==> src/pkg/ccsr_defines.vh <==
`ifndef CCSR_DEFINES_VH
`define CCSR_DEFINES_VH
// Bus address bytes (7-bit address with read/write bit)
`define CCSR_ADDR_BASE 7'h26
`define CCSR_WR_LOW 8'h4C
`define CCSR_RD_LOW 8'h4D
`define CCSR_WR_HIGH 8'h4E
`define CCSR_RD_HIGH 8'h4F
// Register indexes
`define CCSR_IDX_INCTL 8'h00
`define CCSR_IDX_LOOP 8'h01
`define CCSR_IDX_FBLO 8'h02
`define CCSR_IDX_FBHI 8'h03
`define CCSR_IDX_POFS 8'h04
`define CCSR_IDX_PACTL 8'h05
`define CCSR_IDX_OEN 8'h06
`define CCSR_IDX_OSC 8'h07
`define CCSR_IDX_SRST 8'h08
`define CCSR_IDX_VER 8'h10
`define CCSR_IDX_REV 8'h11
`define CCSR_IDX_STAT 8'h12
// Reset values
`define CCSR_RST_INCTL 8'h41
`define CCSR_RST_LOOP 8'h00
`define CCSR_RST_FBLO 8'hFF
`define CCSR_RST_FBHI 8'h0F
`define CCSR_RST_POFS 8'h80
`define CCSR_RST_PACTL 8'h03
`define CCSR_RST_OEN 8'h1F
`define CCSR_RST_OSC 8'h80
// Writable bit masks
`define CCSR_MSK_LOOP 8'h37
`define CCSR_MSK_FBHI 8'h0F
`define CCSR_MSK_POFS 8'hBF
// Soft reset codes
`define CCSR_SRST_PA_CODE 4'hA
`define CCSR_SRST_PLL_CODE 4'h5
// Feedback and oscillator modulus offsets
`define CCSR_FB_ADD 13'h0008
`define CCSR_OSC_ADD 8'h02
// Field positions
`define CCSR_B_PUMP 0
`define CCSR_B_PPOL 1
`define CCSR_B_REFPOL 2
`define CCSR_B_FBPOL 3
`define CCSR_B_FBSEL 4
`define CCSR_B_FUNC 5
`define CCSR_B_PLLREP 6
`define CCSR_B_PHREP 7
`endif

==> src/ccsr_pin_sync.v <==
`timescale 1ns/100ps
// Two-flop synchroniser plus a one-cycle-delayed previous value for edge detection
module ccsr_pin_sync (
	// Clock and reset
	input wire clk,
	input wire nrst,
	// Raw pin and synchronised level
	input wire pin_in,
	output reg level_q,
	output reg prev_q
);
	reg meta_q; // First stage, read only by level_q

	// Synchronise, then keep one cycle of history
	always @(posedge clk or negedge nrst) begin
		if (!nrst) begin
			meta_q <= 1'b1;
			level_q <= 1'b1;
			prev_q <= 1'b1;
		end else begin
			meta_q <= pin_in;
			level_q <= meta_q;
			prev_q <= level_q;
		end
	end
endmodule

==> src/ccsr_regs.v <==
`timescale 1ns/100ps
`include "ccsr_defines.vh"
// What this block does
// (RULE_01) Answers address set by select pin
// (RULE_02) Bit 0 keeps charge pump on
// (RULE_03) Bit 1 sets pump pin polarity
// (RULE_04) Bit 2 picks reference trigger edge
// (RULE_05) Bit 3 picks external feedback edge
// (RULE_06) Bit 4 picks feedback source
// (RULE_07) Bit 5 picks function output source
// (RULE_08) Bits 6-7 gate lock status reporting
// (RULE_09) Pump gain code, one-hot gain out
// (RULE_10) Post-scaler code divides by 2..16
// (RULE_11) Twelve-bit feedback value in two registers
// (RULE_12) Loop settings double-buffered, loaded on PLL reset
// (RULE_13) Phase control double-buffered, loaded on phase reset
// (RULE_14) Low nibble A resets phase logic
// (RULE_15) High nibble 5 resets PLL
// (RULE_16) Phase offset and filter select
// (RULE_17) Delay resolution code, reset three
// (RULE_18) Five output enables, zero is high-Z
// (RULE_19) Bit 5 picks full or half clock
// (RULE_20) Delayed single clock scaler 1..8
// (RULE_21) Oscillator modulus, reserved select bit
// (RULE_22) Status register shows two lock bits
// (RULE_23) Feedback modulus is value plus eight
// (RULE_24) Oscillator modulus is value plus two
// (RULE_25) Write: address, index, data, acked, MSB first
// (RULE_26) Upper phase control bits show revision
// (RULE_27) Reserved and unmapped read zero
// (RULE_28) Read after index write, index increments
module ccsr_regs (
	// Clock and reset
	input wire clk,
	input wire nrst,
	// Two-wire serial port
	input wire scl_in,
	input wire sda_in,
	output reg sda_out_q,
	output reg sda_oe_q,
	input wire address_select_pin,
	// Lock inputs from analog side
	input wire pll_locked_in,
	input wire phase_locked_flag,
	// Input control fields
	output reg pump_always_on_q,
	output reg pump_pin_polarity_q,
	output reg ref_edge_falling_q,
	output reg fb_edge_negative_q,
	output reg fb_external_q,
	output reg func_external_q,
	output reg pll_lock_report_enable_q,
	output reg phase_lock_report_enable_q,
	// Working loop settings
	output reg [7:0] pump_gain_q,
	output reg [1:0] post_scaler_code_q,
	output reg [4:0] post_scaler_div_q,
	output reg [11:0] feedback_value_q,
	output reg [12:0] feedback_modulus_q,
	output reg pll_reset_q,
	// Phase adjust settings
	output reg [5:0] phase_offset_steps_q,
	output reg filter_internal_q,
	output reg [1:0] delay_resolution_code_q,
	output reg phase_reset_q,
	// Output enables and scalers
	output reg [4:0] output_enable_q,
	output reg clock_source_select_q,
	output reg [3:0] delayed_clock_div_q,
	// Oscillator divider
	output reg [7:0] osc_modulus_q,
	output reg osc_input_select_q,
	// Status pin reporting
	output reg lock_report_q
);
	// Arbitrary identity values
	parameter [7:0] VERSION_ID = 8'hA5;
	parameter [7:0] REVISION_ID = 8'h3C;
	parameter [5:0] MASK_REV_ID = 6'h3F;

	// Bus states, one-hot
	localparam [5:0] S_IDLE = 6'h01;
	localparam [5:0] S_ADDR = 6'h02;
	localparam [5:0] S_ACK = 6'h04;
	localparam [5:0] S_WDAT = 6'h08;
	localparam [5:0] S_RDAT = 6'h10;
	localparam [5:0] S_RACK = 6'h20;

	// Shift a bit into a byte, MSB first
	function [7:0] shift_in;
		input [7:0] cur;
		input bitv;
		begin
			shift_in = {cur[6:0], bitv};
		end
	endfunction

	// Power-of-two decode
	function [7:0] pow2;
		input [2:0] code;
		begin
			pow2 = 8'h01 << code;
		end
	endfunction

	wire scl_s, scl_p, sda_s, sda_p;
	ccsr_pin_sync u_scl (.clk(clk), .nrst(nrst), .pin_in(scl_in), .level_q(scl_s), .prev_q(scl_p));
	ccsr_pin_sync u_sda (.clk(clk), .nrst(nrst), .pin_in(sda_in), .level_q(sda_s), .prev_q(sda_p));

	wire scl_rise = scl_s & ~scl_p; // Sample point
	wire scl_fall = ~scl_s & scl_p; // Drive point
	wire start_c = scl_s & scl_p & sda_p & ~sda_s; // Start or repeated start
	wire stop_c = scl_s & scl_p & ~sda_p & sda_s; // Stop

	reg [5:0] state_q;
	reg [7:0] shift_q; // Receive or transmit byte
	reg [3:0] bitcnt_q; // Bits done in this byte
	reg is_read_q; // Current transfer direction
	reg have_index_q; // Index byte received
	reg ack_me_q; // This byte is acknowledged
	reg [7:0] index_q; // Register pointer
	reg [7:0] loop_hold_q, fblo_hold_q, fbhi_hold_q, pactl_hold_q; // Holding copies
	reg [7:0] inctl_q, pofs_q, oen_q, osc_q;
	reg rev_armed_q; // Upper phase bits written with all ones
	reg [5:0] rev_bits_q;

	// Read mux; reserved and unmapped read zero [RULE_27]
	function [7:0] rd_mux;
		input [7:0] idx;
		begin
			case (idx)
				`CCSR_IDX_INCTL: rd_mux = inctl_q;
				`CCSR_IDX_LOOP: rd_mux = loop_hold_q;
				`CCSR_IDX_FBLO: rd_mux = fblo_hold_q;
				`CCSR_IDX_FBHI: rd_mux = fbhi_hold_q; // [RULE_11]
				`CCSR_IDX_POFS: rd_mux = pofs_q;
				`CCSR_IDX_PACTL: rd_mux = {rev_bits_q, pactl_hold_q[1:0]}; // [RULE_26]
				`CCSR_IDX_OEN: rd_mux = oen_q;
				`CCSR_IDX_OSC: rd_mux = osc_q;
				`CCSR_IDX_VER: rd_mux = VERSION_ID;
				`CCSR_IDX_REV: rd_mux = REVISION_ID;
				`CCSR_IDX_STAT: rd_mux = {6'h00, pll_locked_in, phase_locked_flag}; // [RULE_22]
				default: rd_mux = 8'h00;
			endcase
		end
	endfunction

	wire [7:0] rx_byte = shift_in(shift_q, sda_s);
	wire [7:0] rd_byte = rd_mux(index_q); // Byte to send from the current index
	wire byte_done = scl_rise & (bitcnt_q == 4'h7);
	// Select pin supplies the low address bit
	wire addr_hit = (rx_byte[7:1] == (`CCSR_ADDR_BASE | {6'h00, address_select_pin})); // [RULE_01]
	wire data_wr = (state_q == S_WDAT) & byte_done & have_index_q; // [RULE_25]
	wire srst_wr = data_wr & (index_q == `CCSR_IDX_SRST);
	wire pll_go = srst_wr & (rx_byte[7:4] == `CCSR_SRST_PLL_CODE); // [RULE_15]
	wire pa_go = srst_wr & (rx_byte[3:0] == `CCSR_SRST_PA_CODE); // [RULE_14]

	// Serial slave state machine
	always @(posedge clk or negedge nrst) begin
		if (!nrst) begin
			state_q <= S_IDLE;
			shift_q <= 8'h00;
			bitcnt_q <= 4'h0;
			is_read_q <= 1'b0;
			have_index_q <= 1'b0;
			ack_me_q <= 1'b0;
			index_q <= 8'h00;
			sda_out_q <= 1'b1;
			sda_oe_q <= 1'b0;
		end else if (start_c) begin
			// Start resets the byte counter
			state_q <= S_ADDR;
			bitcnt_q <= 4'h0;
			sda_oe_q <= 1'b0;
		end else if (stop_c) begin
			state_q <= S_IDLE;
			sda_oe_q <= 1'b0;
		end else begin
			case (state_q)
				S_IDLE: begin
					sda_oe_q <= 1'b0;
				end
				S_ADDR, S_WDAT: begin
					// Receive a byte MSB first
					if (scl_rise) begin
						shift_q <= rx_byte;
						bitcnt_q <= bitcnt_q + 4'h1;
					end
					if (byte_done) begin
						if (state_q == S_ADDR) begin
							ack_me_q <= addr_hit;
							is_read_q <= rx_byte[0];
							have_index_q <= 1'b0;
						end else if (!have_index_q) begin
							index_q <= rx_byte; // [RULE_28]
							have_index_q <= 1'b1;
							ack_me_q <= 1'b1;
						end else begin
							index_q <= index_q + 8'h01; // [RULE_25]
							ack_me_q <= 1'b1;
						end
						state_q <= (state_q == S_ADDR && !addr_hit) ? S_IDLE : S_ACK;
					end
				end
				S_ACK: begin
					// Drive acknowledge low across the ninth clock
					if (scl_fall && !sda_oe_q) begin
						sda_oe_q <= ack_me_q;
						sda_out_q <= 1'b0;
					end else if (scl_fall) begin
						bitcnt_q <= 4'h0;
						if (is_read_q) begin
							shift_q <= rd_byte;
							sda_out_q <= rd_byte[7];
							sda_oe_q <= 1'b1;
							state_q <= S_RDAT;
						end else begin
							sda_oe_q <= 1'b0;
							state_q <= S_WDAT;
						end
					end
				end
				S_RDAT: begin
					// Shift out MSB first on falling clock [RULE_28]
					if (scl_fall) begin
						if (bitcnt_q == 4'h7) begin
							sda_oe_q <= 1'b0;
							state_q <= S_RACK;
						end else begin
							shift_q <= {shift_q[6:0], 1'b0};
							sda_out_q <= shift_q[6];
						end
						bitcnt_q <= bitcnt_q + 4'h1;
					end
				end
				S_RACK: begin
					// Host acknowledge continues, nack ends
					if (scl_rise) begin
						index_q <= index_q + 8'h01; // [RULE_28]
						if (sda_s) begin
							state_q <= S_IDLE;
						end
					end else if (scl_fall) begin
						// Next byte goes out only while the clock is low
						bitcnt_q <= 4'h0;
						shift_q <= rd_byte;
						sda_out_q <= rd_byte[7];
						sda_oe_q <= 1'b1;
						state_q <= S_RDAT;
					end
				end
				default: state_q <= S_IDLE;
			endcase
		end
	end

	// Register writes; read-only and unmapped writes are dropped [RULE_27]
	always @(posedge clk or negedge nrst) begin
		if (!nrst) begin
			inctl_q <= `CCSR_RST_INCTL;
			loop_hold_q <= `CCSR_RST_LOOP;
			fblo_hold_q <= `CCSR_RST_FBLO;
			fbhi_hold_q <= `CCSR_RST_FBHI;
			pofs_q <= `CCSR_RST_POFS;
			pactl_hold_q <= `CCSR_RST_PACTL;
			oen_q <= `CCSR_RST_OEN;
			osc_q <= `CCSR_RST_OSC;
			rev_armed_q <= 1'b0;
		end else if (data_wr) begin
			case (index_q)
				`CCSR_IDX_INCTL: inctl_q <= rx_byte;
				`CCSR_IDX_LOOP: loop_hold_q <= rx_byte & `CCSR_MSK_LOOP; // [RULE_12]
				`CCSR_IDX_FBLO: fblo_hold_q <= rx_byte; // [RULE_12]
				`CCSR_IDX_FBHI: fbhi_hold_q <= rx_byte & `CCSR_MSK_FBHI; // [RULE_11]
				`CCSR_IDX_POFS: pofs_q <= rx_byte & `CCSR_MSK_POFS; // [RULE_16]
				`CCSR_IDX_PACTL: begin
					pactl_hold_q <= rx_byte; // [RULE_13]
					// Stays armed once the all-ones write has been seen
					rev_armed_q <= rev_armed_q | (rx_byte[7:2] == 6'h3F); // [RULE_26]
				end
				`CCSR_IDX_OEN: oen_q <= rx_byte;
				`CCSR_IDX_OSC: osc_q <= rx_byte; // [RULE_21]
				default: rev_armed_q <= rev_armed_q;
			endcase
		end
	end

	// Revision bits read zero until armed
	always @* begin
		rev_bits_q = rev_armed_q ? MASK_REV_ID : 6'h00;
	end

	// Working copies and decoded outputs
	always @(posedge clk or negedge nrst) begin
		if (!nrst) begin
			pump_always_on_q <= 1'b1;
			pump_pin_polarity_q <= 1'b0;
			ref_edge_falling_q <= 1'b0;
			fb_edge_negative_q <= 1'b0;
			fb_external_q <= 1'b0;
			func_external_q <= 1'b0;
			pll_lock_report_enable_q <= 1'b1;
			phase_lock_report_enable_q <= 1'b0;
			pump_gain_q <= 8'h01;
			post_scaler_code_q <= 2'h0;
			post_scaler_div_q <= 5'h02;
			feedback_value_q <= 12'hFFF;
			feedback_modulus_q <= 13'h1007;
			pll_reset_q <= 1'b0;
			phase_offset_steps_q <= 6'h00;
			filter_internal_q <= 1'b1;
			delay_resolution_code_q <= 2'h3;
			phase_reset_q <= 1'b0;
			output_enable_q <= 5'h1F;
			clock_source_select_q <= 1'b0;
			delayed_clock_div_q <= 4'h1;
			osc_modulus_q <= 8'h02;
			osc_input_select_q <= 1'b1;
			lock_report_q <= 1'b0;
		end else begin
			pump_always_on_q <= inctl_q[`CCSR_B_PUMP]; // [RULE_02]
			pump_pin_polarity_q <= inctl_q[`CCSR_B_PPOL]; // [RULE_03]
			ref_edge_falling_q <= inctl_q[`CCSR_B_REFPOL]; // [RULE_04]
			fb_edge_negative_q <= inctl_q[`CCSR_B_FBPOL] & inctl_q[`CCSR_B_FBSEL]; // [RULE_05]
			fb_external_q <= inctl_q[`CCSR_B_FBSEL]; // [RULE_06]
			func_external_q <= inctl_q[`CCSR_B_FUNC]; // [RULE_07]
			pll_lock_report_enable_q <= inctl_q[`CCSR_B_PLLREP];
			phase_lock_report_enable_q <= inctl_q[`CCSR_B_PHREP];
			// Gated lock report [RULE_08]
			lock_report_q <= (inctl_q[`CCSR_B_PLLREP] & pll_locked_in) |
				(inctl_q[`CCSR_B_PHREP] & phase_locked_flag);
			pll_reset_q <= pll_go; // [RULE_15]
			phase_reset_q <= pa_go; // [RULE_14]
			if (pll_go) begin
				pump_gain_q <= pow2(loop_hold_q[2:0]); // [RULE_09]
				post_scaler_code_q <= loop_hold_q[5:4];
				post_scaler_div_q <= {3'h0, 2'h2} << loop_hold_q[5:4]; // [RULE_10]
				feedback_value_q <= {fbhi_hold_q[3:0], fblo_hold_q}; // [RULE_12]
				feedback_modulus_q <= {1'b0, fbhi_hold_q[3:0], fblo_hold_q} + `CCSR_FB_ADD; // [RULE_23]
			end
			if (pa_go) begin
				delay_resolution_code_q <= pactl_hold_q[1:0]; // [RULE_13] [RULE_17]
			end
			phase_offset_steps_q <= pofs_q[5:0]; // [RULE_16]
			filter_internal_q <= pofs_q[7];
			output_enable_q <= oen_q[4:0]; // [RULE_18]
			clock_source_select_q <= oen_q[5]; // [RULE_19]
			delayed_clock_div_q <= 4'h1 << oen_q[7:6]; // [RULE_20]
			osc_modulus_q <= {1'b0, osc_q[6:0]} + `CCSR_OSC_ADD; // [RULE_24]
			osc_input_select_q <= osc_q[7]; // [RULE_21]
		end
	end
endmodule

==> config.mk <==
export PLATFORM = sky130hd
export DESIGN_NAME = ccsr_regs
export DESIGN_NICKNAME = d
export VERILOG_FILES = /design/src/ccsr_pin_sync.v /design/src/ccsr_regs.v
export VERILOG_INCLUDE_DIRS = /design/src /design/src/pkg
export SDC_FILE = /design/constraint.sdc
export NUM_CORES = 1
export LEC_CHECK = 0
export BUFFER_PORTS_ARGS = -buffer_cell sky130_fd_sc_hd__buf_2
export CAP_MARGIN = 25
export CORE_MARGIN = 3
export CORE_UTILIZATION = 58
export DETAILED_ROUTE_END_ITERATION = 7
export GPL_TIMING_DRIVEN = 0
export HOLD_SLACK_MARGIN = 0.12
export PLACE_DENSITY = 0.9
export SYNTH_ARGS = -nofsm -noshare
export SYNTH_HDL_FRONTEND = slang
export SYNTH_HIERARCHICAL = 1
export SYNTH_SLANG_ARGS = --single-unit
==> constraint.sdc <==
create_clock -name clk -period 4.9 [get_ports clk]
set_input_delay 0.98 -clock clk [delete_from_list [all_inputs] [get_ports clk]]
set_output_delay 0.98 -clock clk [all_outputs]
set_load 0.005 [all_outputs]
# --- Word-level counts from Yosys, hierarchy flattened ---
# Index checks and enable logic that the tools add are counted.
classes:
  addsub: 4
  n_eq_ne: 51
  shift: 3
  muxes: 57
  n_bitwise: 24
  reduce_logical: 27
ops:
  columns: ["op", "n"]
  rows:
  - ["$pmux W8 S11", 1]
  - ["$mux W6", 11]
  - ["$mux W7", 8]
  - ["$eq A8 B3 Y1 const B", 4]
  - ["$mux W8", 4]
  - ["$pmux W6 S5", 1]
  - ["$mux W4", 7]
  - ["$ne A4 B4 Y1 const B", 7]
  - ["$pmux W7 S4", 1]
  - ["$eq A8 B5 Y1 const B", 3]
  - ["$ne A2 B2 Y1 const B", 12]
  - ["$ne A3 B3 Y1 const B", 7]
  - ["$mux W1", 18]
  - ["$reduce_and A6 Y1", 3]
  - ["$and A1 B1 Y1", 16]
  - ["$eq A8 B2 Y1 const B", 2]
  - ["$pmux W4 S4", 1]
  - ["$pmux W8 S2", 1]
  - ["$reduce_and A2 Y1", 8]
  - ["$add A12 B4 Y13 const B", 1]
  - ["$eq A6 B6 Y1 const B", 2]
  - ["$reduce_and A11 Y1", 1]
  - ["$ne A5 B5 Y1 const B", 2]
  - ["$reduce_and A9 Y1", 1]
  - ["other kinds (35)", 44]
word_totals:
  reg_bits: 166
  in_bits: 7

# --- Logic depth before layout (Yosys ltp) ---
depth:
  ltp_word: 8
  mapped_depth: 9
  depth_no_buf: 7

# --- Modules after synthesis ---
# Netlist, hierarchy kept.
by_module_without_submodules:
  columns: ["module", "instances", "cells_per_inst", "area_each_um2", "seq_area_each_um2"]
  rows:
  - ["ccsr_regs", 1, 656, 7439.6, 3970.1]
  - ["ccsr_pin_sync", 2, 3, 78.8, 78.8]

# --- Worst setup path before layout ---
# No wires, ideal clock.
synth_timing:
  kind: "register to register"
  startpoint: "reg state_q[4]"
  endpoint: "reg post_scaler_code_q[0]"
  setup_time_ps: 125
  arrival_time_ps: 2458
  t_required_ps: 4775
  path_slack_ps: 2317
  path_stages_with_launch: 8
  n_path_buf: 3
  cell_sequence: "dfrtp_1 -> buf_2 -> or4_4 -> or4_1 -> buf_2 -> nor3_4 -> buf_6 -> mux2_2"
synth_between:
  elab_chain_cells: 5
synth_lines:
  columns: ["item", "line", "source"]
  rows:
  - ["start, declared", "ccsr_regs.v:115", "reg [5:0] state_q;"]
  - ["start signal, assigned", "ccsr_regs.v:202", "state_q <= (state_q == S_ADDR && !addr_hit) ? S_IDLE : S_ACK;"]
  - ["$eq A6 B4 Y1", "ccsr_regs.v:153", "wire data_wr = (state_q == S_WDAT) & byte_done & have_index_q;"]
  - ["$and A1 B1 Y1 (2 in series)", "ccsr_regs.v:153", null]
  - ["$and A1 B1 Y1", "ccsr_regs.v:154", "wire srst_wr = data_wr & (index_q == `CCSR_IDX_SRST);"]
  - ["$and A1 B1 Y1", "ccsr_regs.v:155", "wire pll_go = srst_wr & (rx_byte[7:4] == `CCSR_SRST_PLL_CODE);"]
  - ["end signal, assigned", "ccsr_regs.v:336", "post_scaler_code_q <= loop_hold_q[5:4];"]
  - ["end, declared", "ccsr_regs.v:56", "output reg [1:0] post_scaler_code_q,"]
# Every way passes these cells.
# A chain may end at the register's enable or synchronous reset.

# --- Worst setup path in the final report ---
layout_timing:
  startpoint: "reg state_q[3]"
  endpoint: "reg shift_q[2]"
layout_between:
  elab_chain_cells: 4
layout_lines:
  columns: ["item", "line", "source"]
  rows:
  - ["$eq A6 B4 Y1 / $eq A6 B2 Y1 (equally long branches)", "ccsr_regs.v:179", "case (state_q)"]
  - ["$reduce_or A2 Y1", "ccsr_regs.v:179", null]
  - ["$reduce_bool A4 Y1 (no source line) / $ne A2 B2 Y1 (equally long branches)", null, null]
  - ["$reduce_and A11 Y1 (no source line)", null, null]
  - ["end signal, assigned", "ccsr_regs.v:186", "shift_q <= rx_byte;"]
  - ["end signal, assigned", "ccsr_regs.v:213", "shift_q <= rd_byte;"]
  - ["end signal, assigned", "ccsr_regs.v:230", "shift_q <= {shift_q[6:0], 1'b0};"]
  - ["end, declared", "ccsr_regs.v:116", "reg [7:0] shift_q;"]
# Several ways; a longest one is shown, not always the timed one.

==> results.sh <==
export IMPL_rsz0062_at_grt="false"
export IMPL_io_pins=88
export IMPL_die_x_microns=120
export IMPL_drive_gt1_frac=0.341
export IMPL_hold_viol_final=0
export IMPL_htree_num_levels=4
export IMPL_placeableCoreArea_sq_mm=0.0127
export IMPL_crit_top_cell="clkbuf_1"
export IMPL_max_freq_ghz=0.326
export IMPL_crit_fanout=10
export IMPL_synth_ff_type="dfrtp_1"
export IMPL_ys_seq_elements=162
export IMPL_hold_slack_ns=0.358
export IMPL_cellLeakagePower_uw=0.00411
export IMPL_vias=6074
export IMPL_path_cells="clkbuf_1 > nor3_1 > o211ai_1 > o21ai_1 > and2_0 > clkbuf_1 > mux2_2"
export IMPL_critPathSlowestCell="nor3_1"
export IMPL_hp_class="reg -> reg"
export IMPL_status="complete, no violations"
export IMPL_startpoint="state_q[3]$_DFFE_PN0P_"
export IMPL_die_area_sq_mm=0.0145
export IMPL_port_buffers=86
export IMPL_synthMuxAreaShare=0.125
export IMPL_antenna_left=0
export IMPL_synthArstFlopShare=1.00
export IMPL_power_total_uw=3040
export IMPL_cts_resized_gates=0
export IMPL_drt_pre_antenna_iters=6
export IMPL_antennaDiodeCount=0
export IMPL_cts_buffers=17
export IMPL_yosys_area_share_simple=0.137
export IMPL_clk_latency_ns=0.43
export IMPL_die_height_microns=120
export IMPL_grt_pass1_vias=6006
export IMPL_design_area_sq_mm=0.00888
export IMPL_avgSynthCellArea_sq_um=11.5
export IMPL_power_per_cell_area_mw_per_mm2=343
export IMPL_grt_max_degree=94
export IMPL_first_iter_violations=664
export IMPL_yosysWarnings=6
export IMPL_cts_tree="built"
export IMPL_yosysSeqAreaShare=0.543
export IMPL_grt_antenna_before_repair=1
export IMPL_fin_crit_sh=0.626
export IMPL_cts_root_buf="clkbuf_16"
export IMPL_cts_clk_slew_worst_paths_ns=0.06
export IMPL_slowest_delay_ns=0.52
export IMPL_min_period_ns=3.07
export IMPL_min_path_cells=0
export IMPL_initial_core_util=0.597
export IMPL_layout_setup_ws_ns=1.83
export IMPL_ctsHoldBuffers=0
export IMPL_regToRegStartpoint="state_q[3]$_DFFE_PN0P_"
export IMPL_drc=0
export IMPL_yosysTopAreaCell="dfrtp_1"
export IMPL_wirelength_microns=20600
export IMPL_worstPathBufferInverterCount=2
export IMPL_viasPerCell=6.37
export IMPL_cp_top_family="compound AO/OA/AOI/OAI gates"
export IMPL_synth_top_cell_area_share=0.339
export IMPL_end_kind="flip-flop"
export IMPL_synth_area_top_cells="dfrtp_1, dfstp_2, mux2_2"
export IMPL_drv_cap=0
export IMPL_grt_pass1_wl_microns=32100
export IMPL_cp_depth=7
export IMPL_wire_per_inst_microns=21.6
export IMPL_synth_adder_area_share=0.0181
export IMPL_hp_start="u_sda/meta_q$_DFF_PN1_"
export IMPL_max_clock_path_buffers=2
export IMPL_worst_pin_slew_ns=0.655
export IMPL_synth_fp_nets=680
export IMPL_synth_cell_area_sq_mm=0.00760
export IMPL_final_setup_tns_ns=0
export IMPL_nets=787
export IMPL_synth_compound_area_frac=0.116
export IMPL_ir_worst_vdd_uv=178
export IMPL_synth_top_family_by_area="simple AND/OR/NAND/NOR gates"
export IMPL_synth_edf_count=0
export IMPL_rr_worst_depth=7
export IMPL_placed_area_sq_mm=0.00828
export IMPL_finalClockSkew_ns=0.00820
export IMPL_synthXorXnorAreaFrac=0.0196
export IMPL_crit_type="reg -> reg"
export IMPL_syn_instance_count=662
export IMPL_slew_headroom=0.561
export IMPL_gp_congestion=0.921
export IMPL_dp_final_hpwl_microns=14300
export IMPL_gr_total_overflow=0
export IMPL_area_growth_pct=16.9
export IMPL_synth_cell_types=70
export IMPL_final_max_slew_viol_count=0
export IMPL_grt_util_all_layers=0.290
export IMPL_setup_viol=0
export IMPL_critPathLaunchType="flip-flop"
export IMPL_cts_sinks=162
export IMPL_cp_required_ns=5.21
export IMPL_rows=41
export IMPL_detailedPlace_worstSlack_ns=1.91
export IMPL_final_fill_count=897
export IMPL_cts_setup_buffers=0
export IMPL_arrival_ns=3.38
[report_power, final]
part	switching, uW	internal [uW]
logic	200	95.4
clock network	518	830
registers	26.5	1370
total	744	2300
[state kept, by name, indices dropped and copies added (netlist names), 5 cells and up]
signal / count
pump_gain_q: 8
osc_modulus_q: 8
loop_hold_q: 5
osc_q: 8
index_q: 8
pofs_q: 7
shift_q: 7
state_q: 6
output_enable_q: 5
feedback_modulus_q: 10
feedback_value_q: 12
oen_q: 8
inctl_q: 8
fblo_hold_q: 8
phase_offset_steps_q: 6
[area by class of cell]
type                            instances  area, sq um  area share
Timing Repair Buffer                   88          469      0.0528
Inverter                               18         67.6     0.00761
Clock buffer                           24          472      0.0531
Buffer                                 51          239      0.0269
Tap cell                              172          215      0.0242
Clock inverter                          8          125      0.0141
Sequential cell                       162         4130       0.465
Multi-Input combinational cell        431         3160       0.356
[kinds of logic (layout without fill, tap and decap cells)]
family	after synthesis	in the layout
AOI/OAI and AO/OA	132	132
xor gates and xnor gates	17	17
adders and majority gates	11	11
buffers and inverters	69	189
DFF	162	162
muxes	85	85
other	1	1
and+or+nand+nor	185	185
[cells in the mapped netlist (all sizes together), types with 3 or more instances]
cell	instances
nor4	8
a31oi	5
nor3	19
mux2	79
ha	11
nor2b	10
nand4	7
dfrtp	103
xnor2	8
nor2	26
clkbuf	35
or4	5
o21ai	31
a222oi	5
a22oi	16
a21o	3
and2	8
mux2i	6
buf	16
and3	5
dfstp	59
a21oi	31
nand4b	4
xor2	9
nand3	26
o211ai	9
nand2	38
a221oi	5
inv	18
nand3b	5
nor3b	4
a32o	3
nand2b	7
[routing by layer]
| metal | vias to the layer above | part of all wire | track usage |
|---|---|---|---|
| li1 | 2620 | - | - |
| met1 | 3045 | 0.38 | 0.345 |
| met2 | 327 | 0.51 | 0.499 |
| met3 | 82 | 0.069 | 0.0599 |
| met4 | 0 | 0.044 | 0.151 |
| met5 | - | 0 | 0 |
[per-stage QoR]
step | std cells | util
floorplan | 662 | -
global placement | 920 | 0.648
detailed placement | 922 | 0.651
CTS | 954 | 0.698
global route | 954 | 0.698
finish | 954 | 0.698
[cell usage in the layout (no fill, tap or decap), types with 8 or more instances in the layout]
master | Yosys | layout
nand2_1 | 38 | 38
nand3_1 | 25 | 25
a21oi_1 | 31 | 31
inv_1 | 18 | 18
clkbuf_16 | 0 | 17
nor3_1 | 16 | 16
buf_2 | 5 | 91
nor2b_1 | 10 | 10
nor2_1 | 25 | 25
ha_1 | 11 | 11
mux2_2 | 69 | 69
xor2_1 | 9 | 9
o211ai_1 | 9 | 9
xnor2_1 | 8 | 8
o21ai_0 | 30 | 30
nor4_1 | 8 | 8
dfrtp_1 | 103 | 103
clkbuf_1 | 35 | 40
a22oi_1 | 16 | 16
mux2_1 | 10 | 10
dfstp_2 | 59 | 59
[final timing paths]
| path | to | slack, ns |
|---|---|---|
| worst max register to register | shift_q[2]$_DFFE_PN0P_ | 1.83 |
| worst min-delay path | u_sda/level_q$_DFF_PN1_ | 0.36 |
| worst min register to register | u_sda/level_q$_DFF_PN1_ | 0.36 |
| max in group asynchronous | pump_gain_q[0]$_DFFE_PN1P_ | 3.47 |
| worst max-delay path | shift_q[2]$_DFFE_PN0P_ | 1.83 |
| min in group asynchronous | phase_offset_steps_q[2]$_DFF_PN0_ | 0.55 |
No activity file was read; power rests on OpenSTA's default activity.
